## src/verilog/nsta_pkg.sv

```systemverilog
// package of constants and the four-phase instruction cycle divider
package nsta_pkg;
   typedef enum logic [1:0] {
      NSTA_OP_SWAP = 2'h0,
      NSTA_OP_TRD = 2'h1,
      NSTA_OP_TWR = 2'h2,
      NSTA_OP_NONE = 2'h3
   } nsta_op_t;
   typedef enum logic [2:0] {
      NSTA_S_IDLE = 3'h0,
      NSTA_S_C1 = 3'h1,
      NSTA_S_C2 = 3'h2,
      NSTA_S_C3 = 3'h3,
      NSTA_S_PGM = 3'h4
   } nsta_state_t;
   localparam logic [1:0] NSTA_Q_DECODE = 2'h0;
   localparam logic [1:0] NSTA_Q_READ = 2'h1;
   localparam logic [1:0] NSTA_Q_PROC = 2'h2;
   localparam logic [1:0] NSTA_Q_WRITE = 2'h3;
   localparam logic [7:0] NSTA_PCL_ADDR = 8'h02;
   localparam int NSTA_CLK_MHZ = 100;
   localparam int NSTA_PGM_TIME_US = 100;
   localparam int NSTA_PGM_CYCLES = NSTA_PGM_TIME_US * NSTA_CLK_MHZ;
   localparam logic [15:0] NSTA_PTR_RST = 16'h0000;
   localparam logic [15:0] NSTA_LAT_RST = 16'h0000;
endpackage : nsta_pkg

// q phase counter: one count per clock, wraps every instruction cycle
module nsta_qphase (
   // clock and reset
   input wire logic clk_in,
   input wire logic rst_b_in,
   // phase
   output logic [1:0] q_out
);
   import nsta_pkg::*;
   logic [1:0] q_nxt;
   always_comb begin
      q_nxt = q_out + 2'h1;
   end
   always_ff @(posedge clk_in or negedge rst_b_in) begin
      if (!rst_b_in) begin
         q_out <= NSTA_Q_DECODE;
      end else begin
         q_out <= q_nxt;
      end
   end
endmodule : nsta_qphase

```

## src/verilog/nsta_core.sv

```systemverilog
// nibble swap and table read/write execution unit
module nsta_core #(
   parameter int PGM_CYCLES = nsta_pkg::NSTA_PGM_CYCLES
) (
   // clock and reset
   input wire logic clk_in,
   input wire logic rst_b_in,
   // instruction issue
   input wire logic op_valid_in,
   input wire nsta_pkg::nsta_op_t op_in,
   input wire logic t_bit_in,
   input wire logic i_bit_in,
   input wire logic d_bit_in,
   input wire logic [7:0] file_addr_in,
   input wire logic [7:0] file_data_in,
   input wire logic target_ext_in,
   input wire logic irq_in,
   // file register side
   output logic file_we_out,
   output logic [7:0] file_waddr_out,
   output logic [7:0] file_wdata_out,
   output logic working_register_we_out,
   output logic [7:0] working_register_data_out,
   output logic status_we_out,
   output logic busy_out,
   output logic done_out,
   output logic [1:0] q_phase_out,
   // program memory side
   input wire logic [15:0] prog_rdata_in,
   output logic [15:0] prog_addr_out,
   output logic [15:0] prog_wdata_out,
   output logic prog_oe_b_out,
   output logic prog_we_b_out,
   output logic eprom_pgm_out,
   output logic eprom_abort_out,
   output logic [15:0] table_pointer_out,
   output logic [15:0] table_latch_out
);
   import nsta_pkg::*;
   logic [1:0] q;
   logic [15:0] rd_meta_r, rd_sync_r;
   nsta_state_t state_r, state_nxt;
   nsta_op_t op_r, op_nxt;
   logic t_r, t_nxt, i_r, i_nxt, d_r, d_nxt, ext_r, ext_nxt;
   logic [7:0] fa_r, fa_nxt, fd_r, fd_nxt;
   logic [15:0] ptr_r, ptr_nxt, lat_r, lat_nxt, paddr_r, paddr_nxt, pwd_r, pwd_nxt;
   logic fwe_r, fwe_nxt, wwe_r, wwe_nxt, busy_r, busy_nxt, done_r, done_nxt;
   logic [7:0] fwa_r, fwa_nxt, fwd_r, fwd_nxt, wd_r, wd_nxt;
   logic oe_b_r, oe_b_nxt, we_b_r, we_b_nxt, pgm_r, pgm_nxt, abort_r, abort_nxt;
   logic [31:0] cnt_r, cnt_nxt;
   logic [15:0] ptr_inc;

   nsta_qphase u_qphase (
      .clk_in(clk_in),
      .rst_b_in(rst_b_in),
      .q_out(q)
   );

   // program data arrives from pins: two flops before use
   always_ff @(posedge clk_in or negedge rst_b_in) begin
      if (!rst_b_in) begin
         rd_meta_r <= 16'h0000;
         rd_sync_r <= 16'h0000;
      end else begin
         rd_meta_r <= prog_rdata_in;
         rd_sync_r <= rd_meta_r;
      end
   end

   always_comb begin
      ptr_inc = i_r ? ptr_r + 16'h0001 : ptr_r;
      state_nxt = state_r;
      op_nxt = op_r;
      t_nxt = t_r;
      i_nxt = i_r;
      d_nxt = d_r;
      ext_nxt = ext_r;
      fa_nxt = fa_r;
      fd_nxt = fd_r;
      ptr_nxt = ptr_r;
      lat_nxt = lat_r;
      paddr_nxt = paddr_r;
      pwd_nxt = lat_r;
      fwe_nxt = 1'b0;
      fwa_nxt = fwa_r;
      fwd_nxt = fwd_r;
      wwe_nxt = 1'b0;
      wd_nxt = wd_r;
      busy_nxt = busy_r;
      done_nxt = 1'b0;
      oe_b_nxt = 1'b1;
      we_b_nxt = 1'b1;
      pgm_nxt = 1'b0;
      abort_nxt = 1'b0;
      cnt_nxt = cnt_r;
      case (state_r)
         NSTA_S_IDLE: begin
            if (op_valid_in && op_in != NSTA_OP_NONE && q == NSTA_Q_DECODE) begin
               op_nxt = op_in;
               t_nxt = t_bit_in;
               i_nxt = i_bit_in;
               d_nxt = d_bit_in;
               ext_nxt = target_ext_in;
               fa_nxt = file_addr_in;
               fd_nxt = file_data_in;
               busy_nxt = 1'b1;
               state_nxt = NSTA_S_C1;
            end
         end
         NSTA_S_C1: begin
            if (q == NSTA_Q_WRITE) begin
               paddr_nxt = ptr_r;
               state_nxt = NSTA_S_C2;
               case (op_r)
                  NSTA_OP_SWAP: begin
                     fwd_nxt = {fd_r[3:0], fd_r[7:4]};
                     wd_nxt = {fd_r[3:0], fd_r[7:4]};
                     fwa_nxt = fa_r;
                     fwe_nxt = d_r;
                     wwe_nxt = !d_r;
                     done_nxt = 1'b1;
                     busy_nxt = 1'b0;
                     state_nxt = NSTA_S_IDLE;
                  end
                  NSTA_OP_TRD: begin
                     fwd_nxt = t_r ? lat_r[15:8] : lat_r[7:0];
                     fwa_nxt = fa_r;
                     fwe_nxt = 1'b1;
                     oe_b_nxt = 1'b0;
                  end
                  NSTA_OP_TWR: begin
                     if (t_r) begin
                        lat_nxt[15:8] = fd_r;
                     end else begin
                        lat_nxt[7:0] = fd_r;
                     end
                  end
                  default: begin
                     busy_nxt = 1'b0;
                     state_nxt = NSTA_S_IDLE;
                  end
               endcase
            end
         end
         NSTA_S_C2: begin
            if (op_r == NSTA_OP_TRD) begin
               oe_b_nxt = (q == NSTA_Q_WRITE);
               if (q == NSTA_Q_WRITE) begin
                  lat_nxt = rd_sync_r;
                  ptr_nxt = ptr_inc;
                  if (fa_r == NSTA_PCL_ADDR) begin
                     state_nxt = NSTA_S_C3;
                  end else begin
                     done_nxt = 1'b1;
                     busy_nxt = 1'b0;
                     state_nxt = NSTA_S_IDLE;
                  end
               end
            end else if (ext_r) begin
               we_b_nxt = !(q == NSTA_Q_PROC);
               if (q == NSTA_Q_WRITE) begin
                  ptr_nxt = ptr_inc;
                  done_nxt = 1'b1;
                  busy_nxt = 1'b0;
                  state_nxt = NSTA_S_IDLE;
               end
            end else if (q == NSTA_Q_WRITE) begin
               pgm_nxt = 1'b1;
               cnt_nxt = 32'h0;
               state_nxt = NSTA_S_PGM;
            end
         end
         NSTA_S_C3: begin
            if (q == NSTA_Q_WRITE) begin
               done_nxt = 1'b1;
               busy_nxt = 1'b0;
               state_nxt = NSTA_S_IDLE;
            end
         end
         NSTA_S_PGM: begin
            cnt_nxt = cnt_r + 32'h1;
            if (irq_in) begin
               abort_nxt = 1'b1;
               done_nxt = 1'b1;
               busy_nxt = 1'b0;
               state_nxt = NSTA_S_IDLE;
            end else if (cnt_r >= 32'(PGM_CYCLES - 1)) begin
               ptr_nxt = ptr_inc;
               done_nxt = 1'b1;
               busy_nxt = 1'b0;
               state_nxt = NSTA_S_IDLE;
            end else begin
               pgm_nxt = 1'b1;
            end
         end
         default: begin
            busy_nxt = 1'b0;
            state_nxt = NSTA_S_IDLE;
         end
      endcase
   end

   always_ff @(posedge clk_in or negedge rst_b_in) begin
      if (!rst_b_in) begin
         state_r <= NSTA_S_IDLE;
         op_r <= NSTA_OP_NONE;
         t_r <= 1'b0;
         i_r <= 1'b0;
         d_r <= 1'b0;
         ext_r <= 1'b0;
         fa_r <= 8'h00;
         fd_r <= 8'h00;
         ptr_r <= NSTA_PTR_RST;
         lat_r <= NSTA_LAT_RST;
         paddr_r <= 16'h0000;
         pwd_r <= 16'h0000;
         fwe_r <= 1'b0;
         fwa_r <= 8'h00;
         fwd_r <= 8'h00;
         wwe_r <= 1'b0;
         wd_r <= 8'h00;
         busy_r <= 1'b0;
         done_r <= 1'b0;
         oe_b_r <= 1'b1;
         we_b_r <= 1'b1;
         pgm_r <= 1'b0;
         abort_r <= 1'b0;
         cnt_r <= 32'h0;
      end else begin
         state_r <= state_nxt;
         op_r <= op_nxt;
         t_r <= t_nxt;
         i_r <= i_nxt;
         d_r <= d_nxt;
         ext_r <= ext_nxt;
         fa_r <= fa_nxt;
         fd_r <= fd_nxt;
         ptr_r <= ptr_nxt;
         lat_r <= lat_nxt;
         paddr_r <= paddr_nxt;
         pwd_r <= pwd_nxt;
         fwe_r <= fwe_nxt;
         fwa_r <= fwa_nxt;
         fwd_r <= fwd_nxt;
         wwe_r <= wwe_nxt;
         wd_r <= wd_nxt;
         busy_r <= busy_nxt;
         done_r <= done_nxt;
         oe_b_r <= oe_b_nxt;
         we_b_r <= we_b_nxt;
         pgm_r <= pgm_nxt;
         abort_r <= abort_nxt;
         cnt_r <= cnt_nxt;
      end
   end

   assign file_we_out = fwe_r;
   assign file_waddr_out = fwa_r;
   assign file_wdata_out = fwd_r;
   assign working_register_we_out = wwe_r;
   assign working_register_data_out = wd_r;
   assign status_we_out = 1'b0;
   assign busy_out = busy_r;
   assign done_out = done_r;
   assign q_phase_out = q;
   assign prog_addr_out = paddr_r;
   assign prog_wdata_out = pwd_r;
   assign prog_oe_b_out = oe_b_r;
   assign prog_we_b_out = we_b_r;
   assign eprom_pgm_out = pgm_r;
   assign eprom_abort_out = abort_r;
   assign table_pointer_out = ptr_r;
   assign table_latch_out = lat_r;
endmodule : nsta_core

```

## config.mk

```make
export PLATFORM = sky130hd
export DESIGN_NAME = nsta_core
export DESIGN_NICKNAME = d
export VERILOG_FILES = /design/src/verilog/nsta_pkg.sv /design/src/verilog/nsta_core.sv
export SDC_FILE = /design/constraint.sdc
export NUM_CORES = 1
export LEC_CHECK = 0
export ABC_AREA = 0
export BUFFER_PORTS_ARGS = -buffer_cell sky130_fd_sc_hd__clkbuf_2
export CAP_MARGIN = 15
export CORE_MARGIN = 8
export CORE_UTILIZATION = 50
export CTS_CLUSTER_SIZE = 8
export DETAILED_ROUTE_END_ITERATION = 16
export HOLD_SLACK_MARGIN = 0.05
export PLACE_DENSITY_LB_ADDON = 0.08
export SLEW_MARGIN = 40
export SYNTH_ARGS = -nofsm -noshare
export SYNTH_HDL_FRONTEND = slang
export SYNTH_HIERARCHICAL = 1
export SYNTH_SLANG_ARGS = --single-unit
```

## constraint.sdc

```tcl
create_clock -name clk_in -period 2.65 [get_ports clk_in]
set_clock_uncertainty 0.15 [all_clocks]
set_input_delay 0.53 -clock clk_in [delete_from_list [all_inputs] [get_ports clk_in]]
set_output_delay 0.53 -clock clk_in [all_outputs]
set_load 0.1 [all_outputs]
```

# Word-level counts from Yosys, hierarchy flattened

Cells that the tools add are included.

Register bits after elaboration: 187
Bits in latches: 0
Bits in writable memories: 0
ROM bits: 0
Input bits: 42
Output and inout bits: 99
Logic and storage cells: 155
Memories: 0

Add/subtract/negate cells: 3
$mul: 0
Div/mod/pow operators: 0
Magnitude comparators: 1
Equality and inequality tests: 27
Shift-type cells: 0
Multiplexer cells: 73
Bitwise logic cells: 0
Reductions and logical operators: 23

Operators by type and width:

| kind                                                                                  | number |
|---|---|
| 16-bit 2-to-1 mux                                                                     | 10 |
| 32-bit 2-to-1 mux                                                                     | 3 |
| 16-bit case mux with 2 select lines                                                   | 2 |
| 32-bit case mux with 2 select lines                                                   | 1 |
| 1-bit 2-to-1 mux                                                                      | 36 |
| 32-bit by 1-bit adder with 32-bit output, second input constant                       | 1 |
| 32-bit by 14-bit greater-or-equal comparator with 1-bit output, second input constant | 1 |
| 3-bit 2-to-1 mux                                                                      | 9 |
| 2-bit != test, second input constant                                                  | 13 |
| 8-bit 2-to-1 mux                                                                      | 3 |
| 16-bit by 1-bit adder with 16-bit output, second input constant                       | 1 |
| 8-bit case mux with 2 select lines                                                    | 1 |
| 3-bit != test, second input constant                                                  | 5 |
| 3-bit case mux with 5 select lines                                                    | 1 |
| 6-bit AND reduction                                                                   | 2 |
| 3-bit AND reduction                                                                   | 3 |
| 8-bit by 2-bit == test with 1-bit output, second input constant                       | 1 |
| 4-bit AND reduction                                                                   | 2 |
| 7-bit AND reduction                                                                   | 1 |
| 2-bit == test, second input constant                                                  | 3 |
| 3-bit by 2-bit == test with 1-bit output, second input constant                       | 2 |
| 1-bit case mux with 2 select lines                                                    | 3 |
| 2-bit nonzero test                                                                    | 3 |
| 1-bit case mux with 5 select lines                                                    | 1 |
| other kinds (13)                                                                      | 19 |

# Logic depth before layout (Yosys ltp)

Gate-level depths: netlist of the first run.

Word-level depth: 6
Depth in mapped cells: 9
Mapped depth without buffers: 7

# Modules after synthesis

The synthesis of the first run kept the hierarchy.

Modules (own cells, without submodules):

| module      | times used | cells an instance | area an instance (um^2) | seq. area each (um^2) |
|---|---|---|---|---|
| nsta_core   | 1          | 647               | 7,642.3                 | 4,634.4 |
| nsta_qphase | 1          | 4                 | 62.6                    | 50.0 |

# Worst setup path after synthesis of the first run

No wires, ideal clock.

Path kind: register to register
Start: register u_qphase.q_out[0]
End: register fwa_r[4], in the netlist file_waddr_out[4]
Setup time: 126 ps
Data arrival time: 2,517 ps
Required time: 2,374 ps
Setup slack: -143 ps
Stages on the path, launching flop included: 8
Buffers on the path: 3
Clock period less this slack: 2,793 ps
Path through: dfrtp_1 and2_1 clkbuf_1 and3_1 buf_2 o21ai_1 clkbuf_1 mux2_2

Longest elaborated chain between the ends: 2

RTL lines:

| element                              | line             | source |
|---|---|---|
| start: declaration                   | nsta_pkg.sv:34   | `output logic [1:0] q_out` |
| start signal: assignment             | nsta_pkg.sv:45   | `q_out <= q_nxt;` |
| 2-bit == test                        | nsta_core.sv:111 | `if (q == NSTA_Q_WRITE) begin` |
| 3-bit AND reduction (no source line) | -                |  |
| end signal: assignment               | nsta_core.sv:243 | `fwa_r <= fwa_nxt;` |
| end: declaration                     | nsta_core.sv:48  | `logic [7:0] fwa_r, fwa_nxt, fwd_r, fwd_nxt, wd_r, wd_nxt;` |

No other way between the ends.
A chain may end at the register's enable or synchronous reset.

# Worst setup path after layout of the first run

Start: register op_r[1]
End: register cnt_r[27]

Longest elaborated chain between the ends: 3

RTL lines:

| element                                  | line             | source |
|---|---|---|
| start: declaration                       | nsta_core.sv:43  | `nsta_op_t op_r, op_nxt;` |
| start signal: assignment                 | nsta_core.sv:231 | `op_r <= op_nxt;` |
| 2-bit by 1-bit == test with 1-bit output | nsta_core.sv:146 | `if (op_r == NSTA_OP_TRD) begin` |
| 2-bit != test (no source line)           | -                |  |
| 4-bit AND reduction (no source line)     | -                |  |
| end signal: assignment                   | nsta_core.sv:253 | `cnt_r <= cnt_nxt;` |
| end: declaration                         | nsta_core.sv:50  | `logic [31:0] cnt_r, cnt_nxt;` |

No other way between the ends.

==> results of run 1 <==
## metrics by stage
| step | total power (W) | setup slack, ns | std cells | hold slack [ns] |
|---|---|---|---|---|
| 5_1_grt | 0.0113 | 0.00357 | 1023 | 0.166 |
| 2_1_floorplan | 0.00742 | 0.0408 | 651 | 0.0844 |
| 6_report | 0.0109 | 0.153 | 1023 | 0.180 |
| 3_3_place_gp | 0.00831 | 0.206 | 974 | 0.182 |
| 3_5_place_dp | 0.00839 | 0.161 | 974 | 0.185 |
| 4_1_cts | 0.0110 | 0.124 | 1023 | 0.166 |
## critical path, delay by kind of cell (launching register included)
kind,cells,cell delay (ns)
adder cells (fa/ha/maj),1,0.19
flip-flops,1,0.54
buffers and inverters,1,0.05
AO/OA/AOI/OAI,2,0.29
AND/OR/NAND/NOR,3,1.19
## per-layer routing
layer / routed length [um] / global-route usage, % / vias up
met5: 0 / 0 / -
met4: 160 / 4.80 / 0
met3: 887 / 5.88 / 9
met2: 9300 / 32.8 / 122
met1: 7530 / 23.2 / 2785
li1: - / - / 2662
## flip-flops by register name (all words and copies together), names as in the netlist, 3 cells and up
name and count:
table_latch_out 16, prog_addr_out 16, state_r 3, cnt_r 32, file_wdata_out 8, prog_wdata_out 16
working_register_data_out 8, table_pointer_out 16, rd_sync_r 16, rd_meta_r 16, fd_r 8, file_waddr_out 8
fa_r 8
## synthesized netlist by cell type (3+ instances only)
cell | number | area, um^2
dfrtp_1 | 183 | 4580
nand2_1 | 60 | 225
a21oi_1 | 51 | 255
mux2_2 | 49 | 552
nor2_1 | 38 | 143
o21ai_0 | 32 | 160
nand3_1 | 23 | 115
xor2_1 | 19 | 166
clkbuf_1 | 17 | 63.8
and2_1 | 13 | 81.3
nor3_1 | 12 | 60.1
nand4_1 | 11 | 68.8
inv_1 | 10 | 37.5
mux2i_1 | 9 | 90.1
or4_1 | 9 | 67.6
xnor2_1 | 9 | 78.8
or3_1 | 8 | 50.1
nor4_1 | 7 | 43.8
o31ai_1 | 7 | 52.6
buf_2 | 6 | 30.0
ha_1 | 5 | 62.6
nor4b_1 | 5 | 43.8
and3_1 | 4 | 25.0
and4_1 | 4 | 35.0
dfstp_2 | 4 | 105
nand4b_1 | 4 | 35.0
nor3b_1 | 4 | 30.0
or3_2 | 3 | 22.5
## path summary, 6_finish.rpt
| path | from | to | slack (ns) | depth (start not counted) |
|---|---|---|---|---|
| worst max register to register | op_r[1] | cnt_r[27] | 0.15 | 7 |
| min in group asynchronous | rst_b_in | cnt_r[21] | 0.53 | 2 |
| max in group asynchronous | rst_b_in | op_r[0] | 1.10 | 3 |
| worst max-delay path | op_r[1] | cnt_r[27] | 0.15 | 7 |
| worst min-delay path | file_data_in[1] | fd_r[1] | 0.18 | 2 |
| worst min register to register | rd_meta_r[2] | rd_sync_r[2] | 0.19 | 0 |
## final cells by class
| class | instances | share of cell area, % |
|---|---|---|
| sequential | 187 | 49.2 |
| multi-input combinational | 424 | 29.9 |
| timing repair buffer | 181 | 11.7 |
| clock buffer | 19 | 4.75 |
| tap | 188 | 2.47 |
| clock inverter | 13 | 1.54 |
| inverter | 11 | 0.433 |
## where the power goes
part	total, W	leakage [nW]	internal (W)	switching, W
logic	0.00443	1.90	0.000810	0.00362
registers	0.00389	2.39	0.00342	0.000473
clock network	0.00255	0.297	0.00139	0.00116
## cell families (layout without fill, tap and decap cells)
family | Yosys count | count (layout) | share of synthesized area (%)
other cells | 1 | 1 | 0.0487
flops | 187 | 187 | 60.8
buf+inv | 40 | 224 | 2.34
compound gates | 112 | 112 | 8.70
mux | 58 | 58 | 8.33
simple gates | 220 | 220 | 15.8
xor+xnor | 28 | 28 | 3.18
fa+ha+maj | 5 | 5 | 0.812
## repair_timing
action | in CTS | in global routing
endpoints found under the setup margin | 0 | 10
hold buffers | 17 | 0
gates resized for setup | 0 | 2
endpoints found under the hold margin | 77 | 0
==> results.py, run 1 <==
metrics = {
    "outcome": {
        "outcome": "finished, final reports clean",
    },
    "setup_path": {
        "endpoint_kind": "flip-flop",
        "cp.required_ns": 2.84,
        "crit_fanout": 14,
        "crit_type": "flip-flop to flip-flop",
        "cp-start-kind": "flip-flop",
        "path_cells": "inv_1 -> ha_1 -> nor2_2 -> a31oi_2 -> or4_4 -> or4_1 -> a21oi_1",
        "arrival_ns": 2.69,
        "max_stage_delay_ns": 0.60,
        "crit_slowest_cell": "or4_4",
    },
    "placement": {
        "placed_area_um2": 8750,
        "dp_hpwl_mm": 13.1,
        "port_buffers": 139,
        "gp_congestion": 0.866,
    },
    "logic_synthesis": {
        "syn-num-nets": 698,
        "synth-edff-count": 0,
        "yosysWarnings": 6,
        "syn_area_um2": 7700,
        "synthFlopType": "dfrtp_1",
        "syn_area_per_cell_um2": 11.8,
        "ys_ff_latch": 187,
        "yosysSeqAreaShare_pct": 60.8,
        "async_reset_ff_share_pct": 100,
        "netlist_instances": 651,
        "ys_types": 67,
    },
    "timing": {
        "worst_pin_slew_ns": 0.603,
        "setup_tns_ns": 0,
        "report.final.hold_viol_count": 0,
        "slew_violations": 0,
        "fmax_mhz": 401,
        "setup_viol": 0,
        "rsz0062_at_grt": "no",
        "fin_crit_sh_pct": 94.2,
        "min_period_ns": 2.50,
        "maxSlewHeadroom_pct": 59.3,
    },
    "clock_tree": {
        "cts_buffer_depth": 2,
        "worstSkewPairLatency_ns": 0.43,
        "clock_tree.root_cell": "clkbuf_16",
        "post_cts_buffers": 0,
        "cts_made_buffers": 17,
        "clkTransAtPathRegs_ns": 0.07,
        "h-tree-depth": 4,
        "cts_tree": "yes",
        "cts.sink_count": 187,
    },
    "finish": {
        "layout-drive-gt1-share_pct": 32.8,
        "final_common_cell": "dfrtp_1",
        "diodes": 0,
        "layout_common_cells": "dfrtp_1, clkbuf_2, nand2_1",
        "stdcell_area_um2": 9530,
        "final_util_pct": 62.9,
        "multiInputGateArea_um2": 2850,
        "final.fill_count": 1208,
        "nets": 869,
        "seqCellArea_um2": 4690,
        "area_growth_pct": 23.7,
    },
    "drt": {
        "viasPerCell": 5.45,
        "dr.first_iter.drc_count": 309,
        "wl_per_cell_um": 17.5,
        "vias": 5578,
        "dr.pass1.iters": 6,
        "routed_wirelength_mm": 17.9,
        "ant_nets": 0,
        "drc": 0,
    },
    "global_route": {
        "grt_max_degree": 68,
        "grt_pass1_vias": 5885,
        "grt_pass1_wl_mm": 29.9,
        "grt_antenna_before_repair": 0,
        "track_usage_pct": 19.2,
        "grt_overflow": 0,
    },
    "floorplanning": {
        "core-area_um2": 15100,
        "die_h_um": 140,
        "io-pin-count": 141,
        "die-area_um2": 19600,
        "start_util_pct": 50.9,
        "rows": 45,
        "die_x_um": 140,
    },
    "power_and_ir_drop": {
        "power_leakage_nw": 4.59,
        "ir_worst_vdd_mv": 0.922,
        "power_density_nw_per_um2": 1140,
    },
    "run": {
        "cap_violations": 0,
    },
    "hold_path": {
        "min_path_type": "input port to flip-flop",
    },
}
Note: power is estimated with default switching activity, not from simulation.
==> inputs of run 2 (changes only) <==
--- a/config.mk
+++ b/config.mk
@@ -11,3 +11,3 @@
 export CORE_MARGIN = 8
-export CORE_UTILIZATION = 50
+export CORE_UTILIZATION = 40
 export CTS_CLUSTER_SIZE = 8
==> constraint.sdc (replaced) <==
create_clock -name clk_in -period 2.65 [get_ports clk_in]
set_clock_uncertainty 0.15 [all_clocks]
set_input_delay 0.1325 -clock clk_in [delete_from_list [all_inputs] [get_ports clk_in]]
set_output_delay 0.1325 -clock clk_in [all_outputs]
set_load 0.1 [all_outputs]
==> results.py, run 2 (synthesis results as in run 1) <==
metrics = {
    "finish": {
        "final_common_cell": "dfrtp_1",
        "largest_reg_flops": 32,
        "layout-drive-gt1-share_pct": 31.5,
        "area_growth_pct": 27.1,
        "nets": 893,
        "layout_common_cells": "dfrtp_1, clkbuf_2, nand2_1",
        "regMostFlops": "cnt_r",
        "diodes": 0,
        "final.fill_count": 1674,
    },
    "clock_tree": {
        "h-tree-depth": 4,
        "clock_tree.root_cell": "clkbuf_16",
        "cts_tree": "yes",
        "cts_made_buffers": 17,
        "worstSkewPairLatency_ns": 0.42,
        "clkTransAtPathRegs_ns": 0.07,
        "cts.sink_count": 187,
        "cts_buffer_depth": 2,
    },
    "placement": {
        "dp_hpwl_mm": 13.6,
        "port_buffers": 139,
        "gp_congestion": 0.807,
    },
    "drt": {
        "routed_wirelength_mm": 18.6,
        "drc": 0,
        "vias": 5637,
        "dr.first_iter.drc_count": 275,
        "wl_per_cell_um": 16.7,
        "ant_nets": 0,
        "viasPerCell": 5.05,
        "dr.pass1.iters": 5,
    },
    "power_and_ir_drop": {
        "power_density_nw_per_um2": 1100,
        "clkPwrFrac_pct": 22.2,
        "p_sw_w": 0.00520,
        "ir_worst_vdd_mv": 0.867,
        "sequentialPowerShare_pct": 36.1,
        "p_int_w": 0.00555,
        "comb_power_share_pct": 41.7,
        "sw_frac_of_total_pct": 48.3,
        "power_leakage_nw": 4.65,
    },
    "setup_path": {
        "endpoint_kind": "flip-flop",
        "cp-start-kind": "flip-flop",
        "crit_type": "flip-flop to flip-flop",
        "cp.required_ns": 2.84,
        "arrival_ns": 2.68,
        "crit_fanout": 14,
    },
    "global_route": {
        "grt_antenna_before_repair": 0,
        "track_usage_pct": 16.1,
        "grt_max_degree": 66,
        "grt_pass1_vias": 5874,
        "grt_pass1_wl_mm": 30.7,
        "grt_overflow": 0,
    },
    "run": {
        "cap_violations": 0,
    },
    "timing": {
        "rsz0062_at_grt": "no",
        "slew_violations": 0,
        "setup_tns_ns": 0,
        "setup_viol": 0,
        "min_period_ns": 2.49,
        "fin_crit_sh_pct": 94.1,
        "report.final.hold_viol_count": 0,
        "worst_pin_slew_ns": 0.671,
        "maxSlewHeadroom_pct": 55.1,
        "fmax_mhz": 401,
        "holdWs_ns": 0.0827,
    },
    "floorplanning": {
        "io-pin-count": 141,
        "die-area_um2": 24000,
        "start_util_pct": 40.9,
        "core-area_um2": 18800,
        "rows": 50,
        "die_h_um": 155,
        "die_x_um": 155,
    },
    "hold_path": {
        "min_path_type": "input port to async pin",
    },
    "outcome": {
        "outcome": "finished, final reports clean",
    },
}
[run 2: cell count changes in the layout (fill, tap and decap cells not counted), sizes merged]
cell,delta
clkinv,-3
dlygate4sd3,+23
clkbuf,-1
clkinvlp,+3
inv,-2
buf,+1
[run 2: area by class of cell]
cell class                      instances  area (um^2)  area share, %
Clock buffer                           18          429           4.38
Clock inverter                         11          115           1.18
Inverter                               11         41.3          0.422
Multi-Input combinational cell        424         2870           29.3
Sequential cell                       187         4690           47.9
Tap cell                              260          325           3.32
Timing Repair Buffer                  205         1330           13.5
[run 2: per-stage QoR]
stage | instances | setup slack [ns] | utilization, % | total power (W) | cell area [um^2]
floorplan | 651 | 0.0408 | - | 0.00742 | 7710
global placement | 1046 | 0.150 | 46.9 | 0.00834 | 8830
global route | 1116 | 0.0266 | 52.0 | 0.0112 | 9790
detailed placement | 1046 | 0.0983 | 46.9 | 0.00841 | 8830
CTS | 1115 | 0.110 | 51.9 | 0.0109 | 9780
finish | 1116 | 0.157 | 52.0 | 0.0107 | 9790
[run 2: critical path, stage by stage (launching register included)]
cell and delay, ns:
dfstp_2 0.54, inv_1 0.05, ha_1 0.20, nor2_2 0.17, a31oi_2 0.12, or4_4 0.59
or4_1 0.43, a21oi_1 0.16
[run 2: timing repair]
item / CTS / global route
setup endpoints to repair: 0 / 6
setup buffers: 0 / 1
resized for setup: 0 / 1
hold buffers: 40 / 0
endpoints found under the hold margin: 183 / 0
[run 2: per-layer routing]
layer	part of all wire, %	GRT usage, %	vias up
li1	-	-	2708
met1	44	19.7	2775
met2	50	27.4	140
met3	5.0	4.49	14
met4	1.2	4.53	0
met5	0	0	-
[run 2: path summary, 6_finish.rpt]
path	from	end	slack [ns]	depth (start not counted)
setup / recovery	op_r[1]	cnt_r[27]	0.16	7
hold / removal	rst_b_in	cnt_r[18]	0.08	2
setup reg to reg	op_r[1]	cnt_r[27]	0.16	7
hold reg to reg	rd_meta_r[13]	rd_sync_r[13]	0.20	0
max in group asynchronous	rst_b_in	table_latch_out[4]	1.37	3
min in group clk_in	op_valid_in	state_r[0]	0.12	4
[run 2: power by group through the flow]
stage	registers (W)	logic (W)	clock network [W]
floorplan	0.00656	0.000855	0
finish	0.00388	0.00448	0.00239
detailed placement	0.00395	0.00446	0
global route	0.00397	0.00468	0.00257
global placement	0.00392	0.00442	0
CTS	0.00389	0.00452	0.00246
